File: src/verilog/timer45_consts.vh
// constants for the timer 4/5 count and capture/reload register block
`ifndef TIMER45_CONSTS_VH
`define TIMER45_CONSTS_VH
`define T45_PAGE          8'h10
`define T5_CAPL_ADDR      8'h92
`define T5_CAPH_ADDR      8'h93
`define T5_CNTL_ADDR      8'h94
`define T5_CNTH_ADDR      8'h95
`define T4_CAPL_ADDR      8'hCA
`define T4_CAPH_ADDR      8'hCB
`define T4_CNTL_ADDR      8'hCC
`define T4_CNTH_ADDR      8'hCD
`define T45_RESET_VAL     8'h00
`define CLKSEL_DIV12      2'b00
`define CLKSEL_SYS        2'b01
`define CLKSEL_EXT8       2'b10
`define CLKSEL_DIV2       2'b11
`define DIV12_LAST        4'hB
`define EXT_DIV_LAST      3'h7
`endif

File: src/verilog/timer45_regs.v
// timers 4 and 5: count and capture/reload registers with counting logic
`include "timer45_consts.vh"
`default_nettype none
module timer45_regs (
	// clock and reset
	input  wire       core_clk_i,
	input  wire       sys_rst_i,
	// special function register port
	input  wire [7:0] sfr_page_i,
	input  wire [7:0] sfr_addr_i,
	input  wire       sfr_wr_i,
	input  wire       sfr_rd_i,
	input  wire [7:0] sfr_wdata_i,
	output reg  [7:0] sfr_rdata_o,
	// per-timer configuration, index 0 is timer 4, index 1 is timer 5
	input  wire [1:0] run_i,
	input  wire [1:0] split_8bit_i,
	input  wire [1:0] capture_mode_i,
	input  wire [1:0] capture_trig_i,
	input  wire [3:0] timer_clock_select_i,
	input  wire [1:0] decrement_enable_i,
	// pins
	input  wire [1:0] external_direction_input_i,
	input  wire       ext_clk_i,
	// overflow pulses
	output wire [1:0] ovf_lo_o,
	output wire [1:0] ovf_hi_o
);
	// per-timer bytes gathered for the read mux, timer 4 in bits 7:0
	// and timer 5 in bits 15:8; each byte is driven from its own scope
	wire [15:0] cnt_lo_all;
	wire [15:0] cnt_hi_all;
	wire [15:0] cap_lo_all;
	wire [15:0] cap_hi_all;
	// input synchronisers: first stage read only by second
	reg [1:0] dir_s1_q, dir_s2_q;
	reg [1:0] cap_s1_q, cap_s2_q, cap_s3_q;
	reg       ext_s1_q, ext_s2_q, ext_s3_q;
	// prescalers
	reg [3:0] div12_q;
	reg       div2_q;
	reg [2:0] ext_div_q;
	// tick enables
	wire tick_div12 = (div12_q == `DIV12_LAST);
	wire tick_ext8  = ext_s2_q & ~ext_s3_q & (ext_div_q == `EXT_DIV_LAST);
	wire page_ok    = (sfr_page_i == `T45_PAGE);

	// pick tick source from the two select bits
	function tick_sel;
		input [1:0] sel;
		input       d12;
		input       d2;
		input       e8;
		begin
			case (sel)
				`CLKSEL_DIV12: tick_sel = d12;
				`CLKSEL_SYS:   tick_sel = 1'b1;
				`CLKSEL_EXT8:  tick_sel = e8;
				`CLKSEL_DIV2:  tick_sel = d2;
				default:       tick_sel = 1'b0;
			endcase
		end
	endfunction

	// synchronisers and prescalers
	always @(posedge core_clk_i) begin
		if (sys_rst_i) begin
			dir_s1_q  <= 2'b00;
			dir_s2_q  <= 2'b00;
			cap_s1_q  <= 2'b00;
			cap_s2_q  <= 2'b00;
			cap_s3_q  <= 2'b00;
			ext_s1_q  <= 1'b0;
			ext_s2_q  <= 1'b0;
			ext_s3_q  <= 1'b0;
			div12_q   <= 4'h0;
			div2_q    <= 1'b0;
			ext_div_q <= 3'h0;
		end else begin
			// direction pin, two flops before any logic reads it
			dir_s1_q <= external_direction_input_i;
			dir_s2_q <= dir_s1_q;
			// capture pin, third flop only to find the rising edge
			cap_s1_q <= capture_trig_i;
			cap_s2_q <= cap_s1_q;
			cap_s3_q <= cap_s2_q;
			// external clock, third flop only to find the rising edge
			ext_s1_q <= ext_clk_i;
			ext_s2_q <= ext_s1_q;
			ext_s3_q <= ext_s2_q;
			// prescalers run free and are shared by both timers, so the
			// first tick after enabling may come up to one period early
			div12_q  <= tick_div12 ? 4'h0 : div12_q + 4'h1;
			div2_q   <= ~div2_q;
			// external clock divided by 8 on synchronised rising edges
			if (ext_s2_q & ~ext_s3_q)
				ext_div_q <= ext_div_q + 3'h1;
		end
	end

	// step a byte by one in the chosen direction; shared by both halves
	// of a split timer so the two byte timers behave alike
	function [7:0] step8;
		input [7:0] val;
		input       dn;
		begin
			if (dn)
				step8 = val - 8'h01;
			else
				step8 = val + 8'h01;
		end
	endfunction

	// step the joined 16-bit count by one in the chosen direction
	function [15:0] step16;
		input [15:0] val;
		input        dn;
		begin
			if (dn)
				step16 = val - 16'h0001;
			else
				step16 = val + 16'h0001;
		end
	endfunction

	// end of range for the direction: all ones going up, zero going down
	function at_end8;
		input [7:0] val;
		input       dn;
		begin
			if (dn)
				at_end8 = (val == 8'h00);
			else
				at_end8 = (val == 8'hFF);
		end
	endfunction

	// counters, captures, reloads and register writes, one scope per timer;
	// each timer keeps its own registers so every flop has a single driver
	genvar g;
	generate
		for (g = 0; g < 2; g = g + 1) begin : tmr
			// register addresses of this timer
			localparam [7:0] A_CAPL = (g == 0) ? `T4_CAPL_ADDR : `T5_CAPL_ADDR;
			localparam [7:0] A_CAPH = (g == 0) ? `T4_CAPH_ADDR : `T5_CAPH_ADDR;
			localparam [7:0] A_CNTL = (g == 0) ? `T4_CNTL_ADDR : `T5_CNTL_ADDR;
			localparam [7:0] A_CNTH = (g == 0) ? `T4_CNTH_ADDR : `T5_CNTH_ADDR;

			// live count bytes and their next values
			reg  [7:0]  cnt_lo_q;
			reg  [7:0]  cnt_hi_q;
			reg  [7:0]  cnt_lo_d;
			reg  [7:0]  cnt_hi_d;
			// capture/reload byte pair and its next values
			reg  [7:0]  cap_lo_q;
			reg  [7:0]  cap_hi_q;
			reg  [7:0]  cap_lo_d;
			reg  [7:0]  cap_hi_d;
			// one-cycle overflow pulses and their next values
			reg         ovf_lo_q;
			reg         ovf_hi_q;
			reg         ovf_lo_d;
			reg         ovf_hi_d;

			// software write strobes, honoured only on the timer page
			wire        wr_ok  = sfr_wr_i & page_ok;
			wire        wr_cl  = wr_ok & (sfr_addr_i == A_CNTL);
			wire        wr_ch  = wr_ok & (sfr_addr_i == A_CNTH);
			wire        wr_pl  = wr_ok & (sfr_addr_i == A_CAPL);
			wire        wr_ph  = wr_ok & (sfr_addr_i == A_CAPH);
			// count enable from the selected prescaler
			wire        tick   = run_i[g] &
				tick_sel(timer_clock_select_i[2*g+1:2*g], tick_div12, div2_q, tick_ext8);
			// counting down only with decrement enabled and direction low
			wire        down   = decrement_enable_i[g] & ~dir_s2_q[g];
			// joined count and its next value in 16-bit mode
			wire [15:0] c16    = {cnt_hi_q, cnt_lo_q};
			wire [15:0] n16    = step16(c16, down);
			// end-of-range flags for each byte and for the pair
			wire        end_l  = at_end8(cnt_lo_q, down);
			wire        end_h  = at_end8(cnt_hi_q, down);
			wire        ovf16  = end_l & end_h;
			// synchronised rising edge of the capture input
			wire        cap_ev = capture_mode_i[g] & cap_s2_q[g] & ~cap_s3_q[g];
			// reload only in 16-bit auto-reload mode at the end of range
			wire        reload = ~split_8bit_i[g] & ~capture_mode_i[g] & ovf16;

			// next state: counting first, then capture, then software writes
			always @* begin
				// hold counts and pair, clear both overflow pulses, unless an event below changes them
				cnt_lo_d = cnt_lo_q;
				cnt_hi_d = cnt_hi_q;
				cap_lo_d = cap_lo_q;
				cap_hi_d = cap_hi_q;
				ovf_lo_d = 1'b0;
				ovf_hi_d = 1'b0;
				if (tick) begin
					if (split_8bit_i[g]) begin
						// two independent byte timers, each wraps on its own
						cnt_lo_d = step8(cnt_lo_q, down);
						cnt_hi_d = step8(cnt_hi_q, down);
						ovf_lo_d = end_l;
						ovf_hi_d = end_h;
					end else if (reload) begin
						// reload pair supplies the new count
						cnt_lo_d = cap_lo_q;
						cnt_hi_d = cap_hi_q;
						ovf_hi_d = 1'b1;
					end else begin
						// one 16-bit count; in capture mode it wraps freely
						cnt_lo_d = n16[7:0];
						cnt_hi_d = n16[15:8];
						ovf_hi_d = ovf16;
					end
				end
				// snapshot of the live count on a capture edge
				if (cap_ev) begin
					cap_lo_d = cnt_lo_q;
					cap_hi_d = cnt_hi_q;
				end
				// software writes to the count win over counting
				if (wr_cl)
					cnt_lo_d = sfr_wdata_i;
				if (wr_ch)
					cnt_hi_d = sfr_wdata_i;
				// a capture edge wins over a write to the pair, so a
				// snapshot taken in the same cycle is never lost
				if (wr_pl & ~cap_ev)
					cap_lo_d = sfr_wdata_i;
				if (wr_ph & ~cap_ev)
					cap_hi_d = sfr_wdata_i;
			end

			// state flops of this timer
			always @(posedge core_clk_i) begin
				if (sys_rst_i) begin
					cnt_lo_q <= `T45_RESET_VAL;
					cnt_hi_q <= `T45_RESET_VAL;
					cap_lo_q <= `T45_RESET_VAL;
					cap_hi_q <= `T45_RESET_VAL;
					ovf_lo_q <= 1'b0;
					ovf_hi_q <= 1'b0;
				end else begin
					cnt_lo_q <= cnt_lo_d;
					cnt_hi_q <= cnt_hi_d;
					cap_lo_q <= cap_lo_d;
					cap_hi_q <= cap_hi_d;
					ovf_lo_q <= ovf_lo_d;
					ovf_hi_q <= ovf_hi_d;
				end
			end

			// hand the bytes to the shared read mux, pulses to the outputs
			assign cnt_lo_all[8*g+7:8*g] = cnt_lo_q;
			assign cnt_hi_all[8*g+7:8*g] = cnt_hi_q;
			assign cap_lo_all[8*g+7:8*g] = cap_lo_q;
			assign cap_hi_all[8*g+7:8*g] = cap_hi_q;
			assign ovf_lo_o[g]           = ovf_lo_q;
			assign ovf_hi_o[g]           = ovf_hi_q;
		end
	endgenerate

	// registered read data; zero off page, on unmapped addresses and
	// between reads, so a stray strobe never shows a stale byte
	always @(posedge core_clk_i) begin
		if (sys_rst_i) begin
			sfr_rdata_o <= 8'h00;
		end else if (sfr_rd_i & page_ok) begin
			case (sfr_addr_i)
				// timer 4 pair and count
				`T4_CAPL_ADDR: sfr_rdata_o <= cap_lo_all[7:0];
				`T4_CAPH_ADDR: sfr_rdata_o <= cap_hi_all[7:0];
				`T4_CNTL_ADDR: sfr_rdata_o <= cnt_lo_all[7:0];
				`T4_CNTH_ADDR: sfr_rdata_o <= cnt_hi_all[7:0];
				// timer 5 pair and count
				`T5_CAPL_ADDR: sfr_rdata_o <= cap_lo_all[15:8];
				`T5_CAPH_ADDR: sfr_rdata_o <= cap_hi_all[15:8];
				`T5_CNTL_ADDR: sfr_rdata_o <= cnt_lo_all[15:8];
				`T5_CNTH_ADDR: sfr_rdata_o <= cnt_hi_all[15:8];
				// unmapped address on the timer page
				default:       sfr_rdata_o <= 8'h00;
			endcase
		end else begin
			// idle or another page
			sfr_rdata_o <= 8'h00;
		end
	end
endmodule
`default_nettype wire

File: config.mk
export PLATFORM = sky130hd
export DESIGN_NAME = timer45_regs
export DESIGN_NICKNAME = d
export VERILOG_FILES = /design/src/verilog/timer45_regs.v
export VERILOG_INCLUDE_DIRS = /design/src /design/src/verilog
export SDC_FILE = /design/constraint.sdc
export NUM_CORES = 1
export LEC_CHECK = 0
export ABC_CLOCK_PERIOD_IN_PS = 5450
export BUFFER_PORTS_ARGS = -buffer_cell sky130_fd_sc_hd__buf_2
export CAP_MARGIN = 30
export CORE_MARGIN = 2
export CORE_UTILIZATION = 65
export DETAILED_ROUTE_END_ITERATION = 16
export HOLD_SLACK_MARGIN = 0.08
export PLACE_DENSITY = 0.9
export SLEW_MARGIN = 10
export SYNTH_ARGS = -nofsm -noshare
export SYNTH_HDL_FRONTEND = slang
export SYNTH_SLANG_ARGS = --single-unit
File: constraint.sdc
create_clock -name core_clk_i -period 5.45 [get_ports core_clk_i]
set_input_delay 0 -clock core_clk_i [delete_from_list [all_inputs] [get_ports core_clk_i]]
set_output_delay 0 -clock core_clk_i [all_outputs]
set_load 0.02 [all_outputs]
Yosys cells after proc, flatten, opt, wreduce, memory -nomap -nowiden --
Index checks and enable logic that the tools add are counted.
Storage, ports and cells: flip-flop bits (word level) 97, output and inout port bits 12
Cells by class: $add $sub $neg 14, eq/ne operators 21, mux-type cells 41, bitwise logic cells 45, reductions and logical operators 20
Operators by type and width (count):
- 2-to-1 mux 8 bit | 28
- == test 8 bit, second input constant | 12
- one-hot mux 8 bit (8 select lines) | 1
- adder 16 x 1 -> 16 bit, second input constant | 2
- adder 8 x 1 -> 8 bit, second input constant | 4
- zero test 8 bit | 4
- 2-to-1 mux 16 bit | 2
- subtractor 16 x 1 -> 16 bit, second input constant | 2
- subtractor 8 x 1 -> 8 bit, second input constant | 4
- bitwise AND 1 bit | 30
- nonzero test 2 bit | 8
- inverter 1 bit | 15
- == test 2 bit, second input constant | 4
- == test 8 x 5 -> 1 bit, second input constant | 1
- 2-to-1 mux 1 bit | 8
- one-hot mux 1 bit (4 select lines) | 2
- OR reduction 2 bit | 4
- OR reduction 3 bit | 2
- adder 4 x 1 -> 4 bit, second input constant | 1
- == test 2 x 1 -> 1 bit, second input constant | 2
- == test 4 bit, second input constant | 1
- zero test 2 bit | 2
- adder 3 x 1 -> 3 bit, second input constant | 1
- == test 3 bit, second input constant | 1

Longest topological paths before layout --
Gate-level depths: netlist of the first run.
depth in word-level cells 9, depth in mapped cells 11, depth with buffers taken out 9

Worst setup path before layout of the first run --
Ideal clock, no wire load.
path kind register -> register, start point register dir_s2_q[0], end point register tmr[0].cnt_hi_q[2], data arrival time 2.656 ns, path slack 2.690 ns, stages on the path, launching flop included 11, path buffers 2, cell sequence dfxtp_1 -> nand2b_1 -> clkbuf_1 -> buf_1 -> xnor2_1 -> ha_1 -> or4_1 -> a2bb2o_1 -> xnor2_1 -> o211a_1 -> a2111oi_2
On the way: word-level cells in the longest chain between the ends 9
RTL lines:
- start: declaration | RTL line timer45_regs.v:36 | reg [1:0] dir_s1_q, dir_s2_q;
- start signal: assignment | RTL line timer45_regs.v:82 | dir_s2_q <= dir_s1_q;
- inverter 1 bit * | RTL line timer45_regs.v:175 | wire down = decrement_enable_i[g] & ~dir_s2_q[g];
- bitwise AND 1 bit * | RTL line timer45_regs.v:175
- 2-to-1 mux 1 bit | RTL line timer45_regs.v:131 | if (dn)
- bitwise AND 1 bit | RTL line timer45_regs.v:182 | wire ovf16 = end_l & end_h;
- bitwise AND 1 bit | RTL line timer45_regs.v:186 | wire reload = ~split_8bit_i[g] & ~capture_mode_i[g] & ovf16;
- 2-to-1 mux 8 bit | RTL line timer45_regs.v:204 | end else if (reload) begin
- 2-to-1 mux 8 bit * | RTL line timer45_regs.v:198 | if (split_8bit_i[g]) begin
- 2-to-1 mux 8 bit * | RTL line timer45_regs.v:197 | if (tick) begin
- 2-to-1 mux 8 bit * | RTL line timer45_regs.v:224 | if (wr_ch)
- end signal: assignment | RTL line timer45_regs.v:238 | cnt_hi_q <= `T45_RESET_VAL;
- end signal: assignment | RTL line timer45_regs.v:245 | cnt_hi_q <= cnt_hi_d;
- end: declaration | RTL line timer45_regs.v:151 | reg [7:0] cnt_hi_q;
Mark *: on every way between the ends. The rest lies on a longest branch, timed or not. The select of a mux whose other input is x is not followed. A chain may end at the register's enable or synchronous reset.

Final worst setup path of the first run --
start point register tmr[1].cnt_hi_q[3], end point register tmr[1].cnt_lo_q[0]
On the way: word-level cells in the longest chain between the ends 8
RTL lines:
- start: declaration | RTL line timer45_regs.v:151
- start signal: assignment | RTL line timer45_regs.v:238
- start signal: assignment | RTL line timer45_regs.v:245
- == test 8 bit or zero test 8 bit (tied branches) | RTL line timer45_regs.v:134, timer45_regs.v:132
- 2-to-1 mux 1 bit * | RTL line timer45_regs.v:131
- bitwise AND 1 bit * | RTL line timer45_regs.v:182
- bitwise AND 1 bit * | RTL line timer45_regs.v:186
- 2-to-1 mux 8 bit * | RTL line timer45_regs.v:204
- 2-to-1 mux 8 bit * | RTL line timer45_regs.v:198
- 2-to-1 mux 8 bit * | RTL line timer45_regs.v:197
- 2-to-1 mux 8 bit * | RTL line timer45_regs.v:222 | if (wr_cl)
- end signal: assignment | RTL line timer45_regs.v:237 | cnt_lo_q <= `T45_RESET_VAL;
- end signal: assignment | RTL line timer45_regs.v:244 | cnt_lo_q <= cnt_lo_d;
- end: declaration | RTL line timer45_regs.v:150 | reg [7:0] cnt_lo_q;
Marked as above.

==> metrics.md, run 1 <==
| Metric | Value |
|---|---|
| RSZ-0062 raised after global routing | `no` |
| Category of the worst setup path launch point | `register` |
| Vias in the first global route | `7,021` |
| GRT Resource Usage Total | `39.0%` |
| Required time of the worst setup path | `5.75 ns` |
| DP Area | `0.00731 sq mm` |
| Number of standard cells after synthesis | `927` |
| Clock Tree Buf Depth | `2` |
| Hold/Removal Path Class | `input pin to register` |
| Largest net degree at the start of global routing | `73` |
| Hold slack final | `0.112 ns` |
| Count of standard-cell rows | `38` |
| Antenna Cells | `0` |
| Clock sinks | `97` |
| Count of TritonRoute iterations in the first routing pass | `8` |
| CP endpoint kind | `register` |
| Worst Skew | `0.0150 ns` |
| P&R area growth vs syn | `6.43%` |
| Worst setup margin | `2.39 ns` |
| Number of fillers in the final layout | `883` |
| H-tree Lvls | `3` |
| CTS tree | `done` |
| Pre-CTS worst setup slack | `2.53 ns` |
| Final period util | `56.1%` |
| CP max-delay cell | `sky130_fd_sc_hd__nor2b_1` |
| Clock Latency Late Sink | `0.39 ns` |
| Series of cell instances along the critical path | `nor4b_2 -> nand4b_1 -> a221oi_2 -> nor2b_1 -> o21ai_0 -> o32ai_1` |
| Post-synth net total | `979` |
| Register area share after synthesis | `27.1%` |
| Total DRC errors in the routed layout | `0` |
| Avg Vias per Cell | `7.40` |
| Remaining number of nets flagged by the antenna check after routing | `0` |
| Worst Max-Slew Pin Slew | `0.966 ns` |
| MaxCap Viol Count | `0` |
| Register-to-register setup slack | `2.39 ns` |
| Clock Pin Slew Worst Setup and Hold Paths | `0.10 ns` |
| Most common library cell in the layout ignoring fill and taps | `sky130_fd_sc_hd__nor2_1` |
| Width of the chip | `109 um` |
| Wire length of the first global-routing pass | `36,000 um` |
| Synth area leader | `sky130_fd_sc_hd__dfxtp_1` |
| Ports | `57` |
| Half-perimeter wire length after detailed placement | `16,100 um` |
| Number of warnings reported in the yosys synthesis log | `0` |
| Initial core utilization | `66.4%` |
| TritonCTS buffer count | `9` |
| Placed instance count | `1,039` |
| Max-slew violation count | `0` |
| Fmax achieved | `327 MHz` |
| Result of the run | `finished clean` |
| Seq. cell area | `0.00194 sq mm` |
| Power Dens Cells | `221 mW/mm^2` |
| Most used cells in the layout excluding fill and tap cells | `sky130_fd_sc_hd__nor2_1 (98), sky130_fd_sc_hd__dfxtp_1 (97), sky130_fd_sc_hd__nand2_1 (65), sky130_fd_sc_hd__mux2i_1 (56), sky130_fd_sc_hd__buf_2 (56)` |
| Multi-input gate area in the final layout | `0.00482 sq mm` |
| Number of setup violations in the final report | `0` |
| Maximum cell stage delay along the critical path | `0.58 ns` |
| Mean instance size in the synthesized netlist | `7.73 sq um` |
| Number of vias in the routed layout | `7,899` |
| First DRT Iteration DRCs | `1,027` |
| Initial antenna violation count | `0` |
| Count of input and output buffers | `56` |
| Die area | `0.0119 sq mm` |
| Post-route standard cell area excluding fillers | `0.00762 sq mm` |
| Register bit total from synthesis | `97` |
| Fraction of synthesized cell area taken by the top area cell type | `27.1%` |
| Final min period | `3.06 ns` |
| Mapped cell area | `0.00716 sq mm` |
| Layout Cells excl Fill | `1,068` |
| Final hold violations | `0` |
| Total leakage power | `2.71 nW` |
| Buffer type at the clock tree root | `sky130_fd_sc_hd__clkbuf_8` |
| Fraction of synthesis flops using an asynchronous set or reset pin | `0%` |
| Share of layout cells above drive strength 1 | `10.9%` |
| Critical path class | `register to register` |
| Placeable core region | `0.0108 sq mm` |
| Worst voltage drop across the vdd grid | `0.177 mV` |
| Post-CTS setup buffers | `0` |
| Setup TNS | `0 ns` |
| Final WL | `23,000 um` |
| Post-synth cell types | `78` |
| Final RePlAce weighted congestion | `0.979` |
| Die Span Y | `109 um` |
| # nets final | `975` |
| Worst Path Arrival | `3.36 ns` |
| GRT overflow | `0` |
| Relative max-transition margin | `35.4%` |
| Post-synth EDFFs | `0` |
| Area contributors post-synth | `sky130_fd_sc_hd__dfxtp_1 (27%), sky130_fd_sc_hd__mux2i_1 (7.8%), sky130_fd_sc_hd__nor2_1 (5.1%)` |
| Detail-routed net length per standard cell | `21.6 um` |
| Synth Flop Type | `sky130_fd_sc_hd__dfxtp_1` |
| Largest fanout on the critical path | `13` |
-- power breakdown --
part           leakage [nW]  internal, mW  switching (mW)
clock                0.0822         0.181           0.269
combinational          1.84         0.172           0.235
sequential            0.792         0.742          0.0885
total                  2.71          1.10           0.592
-- synth_stat cells (all sizes together), types with 8 or more instances --
| cell type | n |
|---|---|
| nor2 | 98 |
| nand2b | 9 |
| nand4 | 22 |
| or4 | 13 |
| nor4 | 14 |
| a211oi | 40 |
| and2 | 10 |
| a221oi | 11 |
| dfxtp | 97 |
| nor2b | 21 |
| xnor2 | 21 |
| nor3 | 26 |
| and4 | 8 |
| mux2i | 56 |
| o221ai | 17 |
| a21oi | 46 |
| nand2 | 65 |
| a311oi | 12 |
| a31oi | 11 |
| o21ai | 21 |
| a22oi | 10 |
| or3 | 19 |
| clkbuf | 62 |
| buf | 29 |
| o22ai | 11 |
| nand3 | 43 |
| and3 | 18 |
-- critical path, delay by kind of cell (launching register included) --
family	cells	cell delay (ns)
DFF	1	0.50
and+or+nand+nor	3	1.54
AOI/OAI and AO/OA	3	0.94
-- cell type report --
type | count | share of cell area (%)
multi-input cells | 732 | 63.2
flip-flops and latches | 97 | 25.5
repair buffers | 76 | 6.27
well taps | 140 | 2.30
clock buffers | 11 | 1.85
clock inverters | 5 | 0.525
inverters | 7 | 0.345
-- path summary, 6_finish.rpt --
kind                                         from                               to  cells after the start
hold / removal                    split_8bit_i[1]       tmr[1].ovf_lo_q$_SDFF_PP0_                      3
setup / recovery  tmr[1].cnt_hi_q[3]$_SDFFE_PP0P_  tmr[1].cnt_lo_q[0]$_SDFFE_PP0P_                      6
setup reg to reg  tmr[1].cnt_hi_q[3]$_SDFFE_PP0P_  tmr[1].cnt_lo_q[0]$_SDFFE_PP0P_                      6
hold reg to reg                 div2_q$_SDFF_PP0_                div2_q$_SDFF_PP0_                      1
-- flip-flops by register name, summed over array words and instances, names as in the netlist, 3 cells and up --
name	cells
tmr.cap_hi_q	16
tmr.cap_lo_q	16
tmr.cnt_hi_q	16
tmr.cnt_lo_q	16
sfr_rdata_o	8
div12_q	4
ext_div_q	3
-- layer usage --
layer,wire length [um],global-route usage [%],vias up
met5,0,0,-
met4,747,12.1,0
met3,3870,16.3,108
met2,9440,55.9,683
met1,8980,53.1,3582
li1,-,-,3526
-- metrics by stage --
stage / total power, mW / utilization, %
floorplan: 1.11 / -
global placement: 1.22 / 67.5
detailed placement: 1.22 / 67.7
CTS: 1.66 / 70.6
global route: 1.75 / 70.6
finish: 1.69 / 70.6
-- cell families (layout without fill, tap and decap cells) --
group	after synthesis	count (layout)	synth area share, %
AOI/OAI and AO/OA	239	239	24.6
adders and majority gates	7	7	1.22
and+or+nand+nor	402	402	30.0
buffers and inverters	98	99	5.69
DFF	97	97	27.1
muxes	58	58	8.14
xor gates and xnor gates	26	26	3.18
-- what timing repair did --
| action | 4_1_cts | 5_1_grt |
|---|---|---|
| hold buffers | 13 | 0 |
| endpoints found under the hold margin | 30 | 0 |
| gates resized for setup | 0 | 0 |
| setup endpoints to repair | 0 | 0 |
Power figures use the tool's default switching activity.
==> run 2, diff against run 1 <==
--- a/config.mk
+++ b/config.mk
@@ -6,14 +6,14 @@
 export SDC_FILE = /design/constraint.sdc
 export NUM_CORES = 1
 export LEC_CHECK = 0
-export ABC_CLOCK_PERIOD_IN_PS = 5450
+export ABC_CLOCK_PERIOD_IN_PS = 2700
 export BUFFER_PORTS_ARGS = -buffer_cell sky130_fd_sc_hd__buf_2
 export CAP_MARGIN = 30
 export CORE_MARGIN = 2
-export CORE_UTILIZATION = 65
+export CORE_UTILIZATION = 55
 export DETAILED_ROUTE_END_ITERATION = 16
 export HOLD_SLACK_MARGIN = 0.08
-export PLACE_DENSITY = 0.9
+export PLACE_DENSITY = 0.82
 export SLEW_MARGIN = 10
 export SYNTH_ARGS = -nofsm -noshare
 export SYNTH_HDL_FRONTEND = slang
==> constraint.sdc (replaced) <==
create_clock -name core_clk_i -period 2.7 [get_ports core_clk_i]
set_input_delay 0 -clock core_clk_i [delete_from_list [all_inputs] [get_ports core_clk_i]]
set_output_delay 0 -clock core_clk_i [all_outputs]
set_load 0.02 [all_outputs]
==> run 2 against run 1 <==
Critical path depth is 1 higher. Die area is 17% higher. Clock power rose to 2.9 times the previous value. Total power increased by 130%. Hold slack improved by 0.011 ns. Via count increased by 3.3%. Flip-flop and latch count did not move. Cell area increased by 9.1%. Core utilization is 5.0 points lower. Sequential power rose by 90%. Global-route usage down 3.3 points. Largest power group unchanged.
==> metrics.md, run 2 (synthesized netlist as in run 1, its figures left out) <==
| Metric | Value |
|---|---|
| Net switching power figure | `1.33 mW (+120%)` |
| Share of layout cells above drive strength 1 | `17.3% (+6.4 points)` |
| Count of standard-cell rows | `41 (+7.9%)` |
| Remaining number of nets flagged by the antenna check after routing | `0 (unchanged)` |
| Half-perimeter wire length after detailed placement | `18,200 um (+13%)` |
| Flop pwr share | `40.7% (-8.5 points)` |
| Worst setup path start | `tmr[1].cnt_hi_q[2]$_SDFFE_PP0P_` |
| Category of the worst setup path launch point | `register` |
| Maximum cell stage delay along the critical path | `0.41 ns (-0.17 ns)` |
| Max-slew violation count | `0 (unchanged)` |
| Total DRC errors in the routed layout | `0 (unchanged)` |
| Post-CTS setup buffers | `0 (unchanged)` |
| Multi-input gate area in the final layout | `0.00483 sq mm (+0.18%)` |
| Critical path class | `register to register` |
| Clock Pin Slew Worst Setup and Hold Paths | `0.07 ns (-0.03 ns)` |
| Portion of total power attributed to combinational logic | `26.3% (+2.2 points)` |
| Share of total power consumed by net switching | `34.1% (-0.97 points)` |
| First DRT Iteration DRCs | `1,179 (+15%)` |
| Final min period | `2.56 ns (-0.501 ns)` |
| Number of setup violations in the final report | `0 (unchanged)` |
| Relative max-transition margin | `35.7% (+0.21 points)` |
| Largest fanout on the critical path | `7 (-6)` |
| Critical register-to-register path startpoint | `tmr[1].cnt_hi_q[2]$_SDFFE_PP0P_` |
| Die Span Y | `118 um (+8.4%)` |
| Placeable core region | `0.0127 sq mm (+17%)` |
| TritonCTS buffer count | `9 (unchanged)` |
| Most common library cell in the layout ignoring fill and taps | `sky130_fd_sc_hd__nor2_1` |
| Required time of the worst setup path | `2.94 ns (-2.81 ns)` |
| Worst Skew | `0.00779 ns (-0.00717 ns)` |
| Worst setup margin | `0.143 ns (-2.25 ns)` |
| MaxCap Viol Count | `0 (unchanged)` |
| Largest net degree at the start of global routing | `63 (-14%)` |
| Total leakage power | `3.13 nW (+16%)` |
| Initial antenna violation count | `0 (unchanged)` |
| Worst Path Arrival | `2.80 ns (-0.56 ns)` |
| GRT overflow | `0 (unchanged)` |
| Logic depth of the worst register-to-register path | `7 (+1)` |
| GRT Resource Usage Total | `35.7% (-3.3 points)` |
| Terminus of the critical flop-to-flop path | `tmr[1].cnt_hi_q[0]$_SDFFE_PP0P_` |
| Internal power consumption | `2.57 mW (+130%)` |
| # nets final | `1,046 (+7.3%)` |
| Buffer type at the clock tree root | `sky130_fd_sc_hd__clkbuf_16` |
| Wire length of the first global-routing pass | `39,600 um (+10%)` |
| CP max-delay cell | `sky130_fd_sc_hd__a22oi_1` |
| Initial core utilization | `56.5% (-9.8 points)` |
| Most used cells in the layout excluding fill and tap cells | `sky130_fd_sc_hd__nor2_1 (98), sky130_fd_sc_hd__dfxtp_1 (97), sky130_fd_sc_hd__buf_4 (75), sky130_fd_sc_hd__nand2_1 (65)` |
| Setup TNS | `0 ns (unchanged)` |
| Register-to-register setup slack | `0.14 ns (-2.25 ns)` |
| Pre-CTS worst setup slack | `0.208 ns (-2.32 ns)` |
| Clock Tree Buf Depth | `2 (unchanged)` |
| CP bufs+invs | `1 (+1)` |
| Number of vias in the routed layout | `8,162 (+3.3%)` |
| H-tree Lvls | `3 (unchanged)` |
| Count of cell instances traversed by the critical path | `7 (+1)` |
| Number of fillers in the final layout | `1,092 (+24%)` |
| Seq. cell area | `0.00194 sq mm (unchanged)` |
| Final WL | `25,400 um (+10%)` |
| Portion of total power attributed to the clock network | `33.0% (+6.3 points)` |
| Result of the run | `finished clean` |
| CP endpoint kind | `register` |
| RSZ-0062 raised after global routing | `no` |
| Fmax achieved | `391 MHz (+20%)` |
| Crit path to | `tmr[1].cnt_hi_q[0]$_SDFFE_PP0P_` |
| Count of TritonRoute iterations in the first routing pass | `6 (-2)` |
| Ports | `57 (unchanged)` |
| Clock Latency Late Sink | `0.37 ns (-0.02 ns)` |
| Series of cell instances along the critical path | `nor4b_2 -> nand4b_1 -> buf_4 -> a22oi_1 -> a221o_1 -> a31oi_1 -> a211oi_1` |
| Worst Max-Slew Pin Slew | `0.957 ns (-0.00935 ns)` |
| Cell type group with the largest total delay on the critical path | `compound AO/OA/AOI/OAI gates` |
| Final period util | `94.7% (+39 points)` |
| Detail-routed net length per standard cell | `21.7 um (+0.38%)` |
| CTS tree | `done` |
| Hold/Removal Path Class | `input pin to register` |
| Power Dens Cells | `468 mW/mm^2 (+110%)` |
| Final hold violations | `0 (unchanged)` |
| Final RePlAce weighted congestion | `1.02 (+3.8%)` |
| Width of the chip | `118 um (+8.4%)` |
| Avg Vias per Cell | `6.97 (-5.8%)` |
| Vias in the first global route | `7,197 (+2.5%)` |
| Clock sinks | `97 (unchanged)` |
| Antenna Cells | `0 (unchanged)` |
| Count of input and output buffers | `56 (unchanged)` |
| Worst voltage drop across the vdd grid | `0.611 mV (+240%)` |
| P&R area growth vs syn | `16.1%` |
| Die area | `0.0140 sq mm (+17%)` |
run 2: metrics by stage:
stage,utilization (%),instance area [sq um],power [mW],std cells,hold slack (ns)
after floorplan,-,7160,2.24,927,0.128
after global placement,62.1,7870,2.56,1140,0.212
after detailed placement,62.1,7870,2.57,1140,0.220
after CTS,65.6,8310,3.85,1171,0.0988
after global routing,65.6,8320,4.03,1171,0.148
final,65.6,8320,3.89,1171,0.123
run 2: layer usage:
layer	share of wire [%]	track usage, %
met5	0	0
met3	15	10.4
met2	42	51.7
met4	2.9	11.1
met1	40	50.7
run 2: how the worst min path moves through the flow:
stage	end	depth (start not counted)	slack, ns	start
CTS	tmr[1].ovf_lo_q$_SDFF_PP0_	3	0.1	split_8bit_i[1]
global route	tmr[1].ovf_lo_q$_SDFF_PP0_	3	0.15	split_8bit_i[1]
finish	tmr[1].ovf_lo_q$_SDFF_PP0_	3	0.12	split_8bit_i[1]
global placement	dir_s1_q[0]$_SDFF_PP0_	2	0.21	external_direction_input_i[0]
floorplan	cap_s1_q[0]$_SDFF_PP0_	1	0.13	capture_trig_i[0]
detailed placement	dir_s1_q[1]$_SDFF_PP0_	2	0.22	external_direction_input_i[1]
run 2: worst min-delay path, cell delays in order:
cell and delay [ns]:
sky130_fd_sc_hd__buf_2 0.26, sky130_fd_sc_hd__nand2_1 0.13, sky130_fd_sc_hd__nor3_1 0.05
run 2: power groups by stage:
stage / Sequential [mW] / Clock, mW / Combinational (mW)
2_1_floorplan: 1.57 / 0 / 0.676
3_3_place_gp: 1.61 / 0 / 0.949
3_5_place_dp: 1.61 / 0 / 0.960
4_1_cts: 1.58 / 1.29 / 0.983
5_1_grt: 1.59 / 1.34 / 1.10
6_report: 1.58 / 1.29 / 1.02
run 2: layout make-up:
cell class / instances / share of cell area, %
Clock buffer: 9 / 2.71
Multi-Input combinational cell: 732 / 58.1
Tap cell: 172 / 2.59
Inverter: 7 / 0.316
Sequential cell: 97 / 23.3
Timing Repair Buffer: 147 / 12.2
Clock inverter: 7 / 0.797
run 2: what timing repair did:
item	4_1_cts	5_1_grt
setup endpoints to repair	0	3
gates resized for setup	0	2
hold endpoints to repair	22	0
hold buffers	15	0
==> run 3, diff against run 2 <==
--- a/config.mk
+++ b/config.mk
@@ -10,10 +10,10 @@
 export BUFFER_PORTS_ARGS = -buffer_cell sky130_fd_sc_hd__buf_2
 export CAP_MARGIN = 30
 export CORE_MARGIN = 2
-export CORE_UTILIZATION = 55
+export CORE_UTILIZATION = 30
 export DETAILED_ROUTE_END_ITERATION = 16
 export HOLD_SLACK_MARGIN = 0.08
-export PLACE_DENSITY = 0.82
+export PLACE_DENSITY = 0.52
 export SLEW_MARGIN = 10
 export SYNTH_ARGS = -nofsm -noshare
 export SYNTH_HDL_FRONTEND = slang
==> run 3 against run 2 <==
Cell area rose by 2.6%. Flip-flop and latch count did not move. Register-to-register slack improved by 0.02 ns. Fmax rose by 0.90%. Non-clock buffer count fell by 2. Total power rose by 6.1%. Sequential share of layout area fell by 0.58 points. Highest routed layer unchanged.
==> metrics.md, run 3 (synthesized netlist as in run 1, its figures left out) <==
| Metric | Value |
|---|---|
| Result of the run | `finished clean` |
| Cell type group with the largest total delay on the critical path | `simple AND/OR/NAND/NOR gates` |
| Count of TritonRoute iterations in the first routing pass | `6 (unchanged)` |
| Share of layout cells above drive strength 1 | `17.4% (+0.035 points)` |
| Clock Tree Buf Depth | `2 (unchanged)` |
| Remaining number of nets flagged by the antenna check after routing | `0 (unchanged)` |
| Initial antenna violation count | `0 (unchanged)` |
| Buffer type at the clock tree root | `sky130_fd_sc_hd__clkbuf_16` |
| Series of cell instances along the critical path | `nand2b_1 -> buf_4 -> xnor2_1 -> ha_1 -> or4_1 -> o22ai_1 -> mux2_2 -> o2111ai_1 -> o21ai_0` |
| Avg Vias per Cell | `5.94 (-15%)` |
| Placeable core region | `0.0235 sq mm (+85%)` |
| Critical path class | `register to register` |
| TritonCTS buffer count | `9 (unchanged)` |
| Count of standard-cell rows | `56 (+37%)` |
| Count of input and output buffers | `56 (unchanged)` |
| Detail-routed net length per standard cell | `20.7 um (-4.7%)` |
| Register-to-register setup slack | `0.17 ns (+0.02 ns)` |
| Power Dens Cells | `484 mW/mm^2 (+3.5%)` |
| Clock sinks | `97 (unchanged)` |
| Clock Latency Late Sink | `0.37 ns (about the same)` |
| P&R area growth vs syn | `19.1%` |
| Total leakage power | `3.17 nW (+1.3%)` |
| Final RePlAce weighted congestion | `0.881 (-13%)` |
| Category of the worst setup path launch point | `register` |
| Final period util | `93.9% (-0.84 points)` |
| Antenna Cells | `0 (unchanged)` |
| Final min period | `2.53 ns (-0.0228 ns)` |
| Worst Max-Slew Pin Slew | `0.911 ns (-0.0456 ns)` |
| MaxCap Viol Count | `0 (unchanged)` |
| Largest fanout on the critical path | `3 (-4)` |
| Worst Skew | `0.0116 ns (+0.00384 ns)` |
| Wire length of the first global-routing pass | `42,000 um (+6.0%)` |
| # nets final | `1,044 (-0.19%)` |
| Number of setup violations in the final report | `0 (unchanged)` |
| Total DRC errors in the routed layout | `0 (unchanged)` |
| GRT overflow | `0 (unchanged)` |
| CP bufs+invs | `1 (unchanged)` |
| Largest net degree at the start of global routing | `72 (+14%)` |
| Number of vias in the routed layout | `7,814 (-4.3%)` |
| Initial core utilization | `30.5% (-26 points)` |
| Number of fillers in the final layout | `2,506 (+130%)` |
| Logic depth of the worst register-to-register path | `9 (+2)` |
| Final WL | `27,200 um (+7.2%)` |
| Post-layout power | `4.13 mW (+6.1%)` |
| Fmax achieved | `395 MHz (+0.90%)` |
| Count of cell instances traversed by the critical path | `9 (+2)` |
| Critical register-to-register path startpoint | `dir_s2_q[0]$_SDFF_PP0_` |
| Worst Path Arrival | `2.77 ns (-0.03 ns)` |
| Width of the chip | `159 um (+34%)` |
| Max-slew violation count | `0 (unchanged)` |
| Clock Pin Slew Worst Setup and Hold Paths | `0.07 ns (about the same)` |
| Most used cells in the layout excluding fill and tap cells | `sky130_fd_sc_hd__nor2_1 (98), sky130_fd_sc_hd__dfxtp_1 (97), sky130_fd_sc_hd__buf_4 (77), sky130_fd_sc_hd__nand2_1 (65)` |
| CP endpoint kind | `register` |
| Maximum cell stage delay along the critical path | `0.52 ns (+0.11 ns)` |
| Crit path to | `tmr[0].cnt_hi_q[6]$_SDFFE_PP0P_` |
| Ports | `57 (unchanged)` |
| Half-perimeter wire length after detailed placement | `20,100 um (+10%)` |
| Final hold violations | `0 (unchanged)` |
| First DRT Iteration DRCs | `994 (-16%)` |
| Die area | `0.0251 sq mm (+80%)` |
| Terminus of the critical flop-to-flop path | `tmr[0].cnt_hi_q[6]$_SDFFE_PP0P_` |
| Vias in the first global route | `7,068 (-1.8%)` |
| Setup TNS | `0 ns (unchanged)` |
| Most common library cell in the layout ignoring fill and taps | `sky130_fd_sc_hd__nor2_1` |
| CTS tree | `done` |
| RSZ-0062 raised after global routing | `no` |
| H-tree Lvls | `3 (unchanged)` |
| Worst voltage drop across the vdd grid | `0.283 mV (-54%)` |
| Die Span Y | `159 um (+34%)` |
| CP max-delay cell | `sky130_fd_sc_hd__or4_1` |
| Worst setup path start | `dir_s2_q[0]$_SDFF_PP0_` |
| Relative max-transition margin | `38.7% (+3.1 points)` |
| Hold/Removal Path Class | `input pin to register` |
| GRT Resource Usage Total | `21.8% (-14 points)` |
| Required time of the worst setup path | `2.93 ns (about the same)` |
[run 3: stage by stage]
stage | util [%] | std cells | instance area [sq um] | worst slack, ns | hold WS (ns)
finish | 36.3 | 1316 | 8530 | 0.166 | 0.0825
global route | 36.3 | 1316 | 8530 | 0.0389 | 0.0803
CTS | 36.3 | 1315 | 8510 | 0.191 | 0.0811
detailed placement | 34.3 | 1288 | 8060 | 0.208 | 0.213
global placement | 34.3 | 1288 | 8060 | 0.249 | 0.207
floorplan | - | 927 | 7160 | 0.0512 | 0.128
[run 3: what timing repair did]
action,4_1_cts,5_1_grt
buffers inserted,0,1
resized for setup,0,1
hold endpoints to repair,14,0
hold buffers,11,0
setup endpoints to repair,0,2
[run 3: area by class of cell]
type                    instances  area, sq um  share of cell area, %
repair buffers                145          988                   11.6
well taps                     319          399                   4.68
clock buffers                   9          225                   2.64
flip-flops and latches         97         1940                   22.8
inverters                       7         26.3                  0.308
multi-input cells             732         4830                   56.6
clock inverters                 7          118                   1.38
[run 3: worst register-to-register path, delay by kind of cell (launching register included)]
family / cells / cell delay [ns]
simple gates: 2 / 0.72
mux: 1 / 0.37
compound gates: 3 / 0.48
fa+ha+maj: 1 / 0.21
buf+inv: 1 / 0.18
flops: 1 / 0.32
xor+xnor: 1 / 0.12
[run 3: how the worst min path moves through the flow]
stage                                      endpoint  slack [ns]                     startpoint  depth (start not counted)
floorplan                    cap_s1_q[0]$_SDFF_PP0_        0.13              capture_trig_i[0]                          1
global placement             dir_s1_q[0]$_SDFF_PP0_        0.21  external_direction_input_i[0]                          2
detailed placement           cap_s1_q[1]$_SDFF_PP0_        0.21              capture_trig_i[1]                          2
CTS                 tmr[1].cap_lo_q[1]$_SDFFE_PP0P_        0.08                 sfr_wdata_i[1]                          3
global route        tmr[1].cap_lo_q[4]$_SDFFE_PP0P_        0.08                 sfr_wdata_i[4]                          3
finish              tmr[1].cap_lo_q[4]$_SDFFE_PP0P_        0.08                 sfr_wdata_i[4]                          3
[run 3: where the power goes]
part           internal [mW]  switching [mW]
Clock                  0.908           0.610
Sequential              1.50          0.0842
Combinational          0.428           0.603
[run 3: routing by layer]
layer	global-route usage, %	routed length (um)
met2	32.6	11600
met1	32.2	12800
met3	2.97	2130
met5	0	0
met4	7.12	627
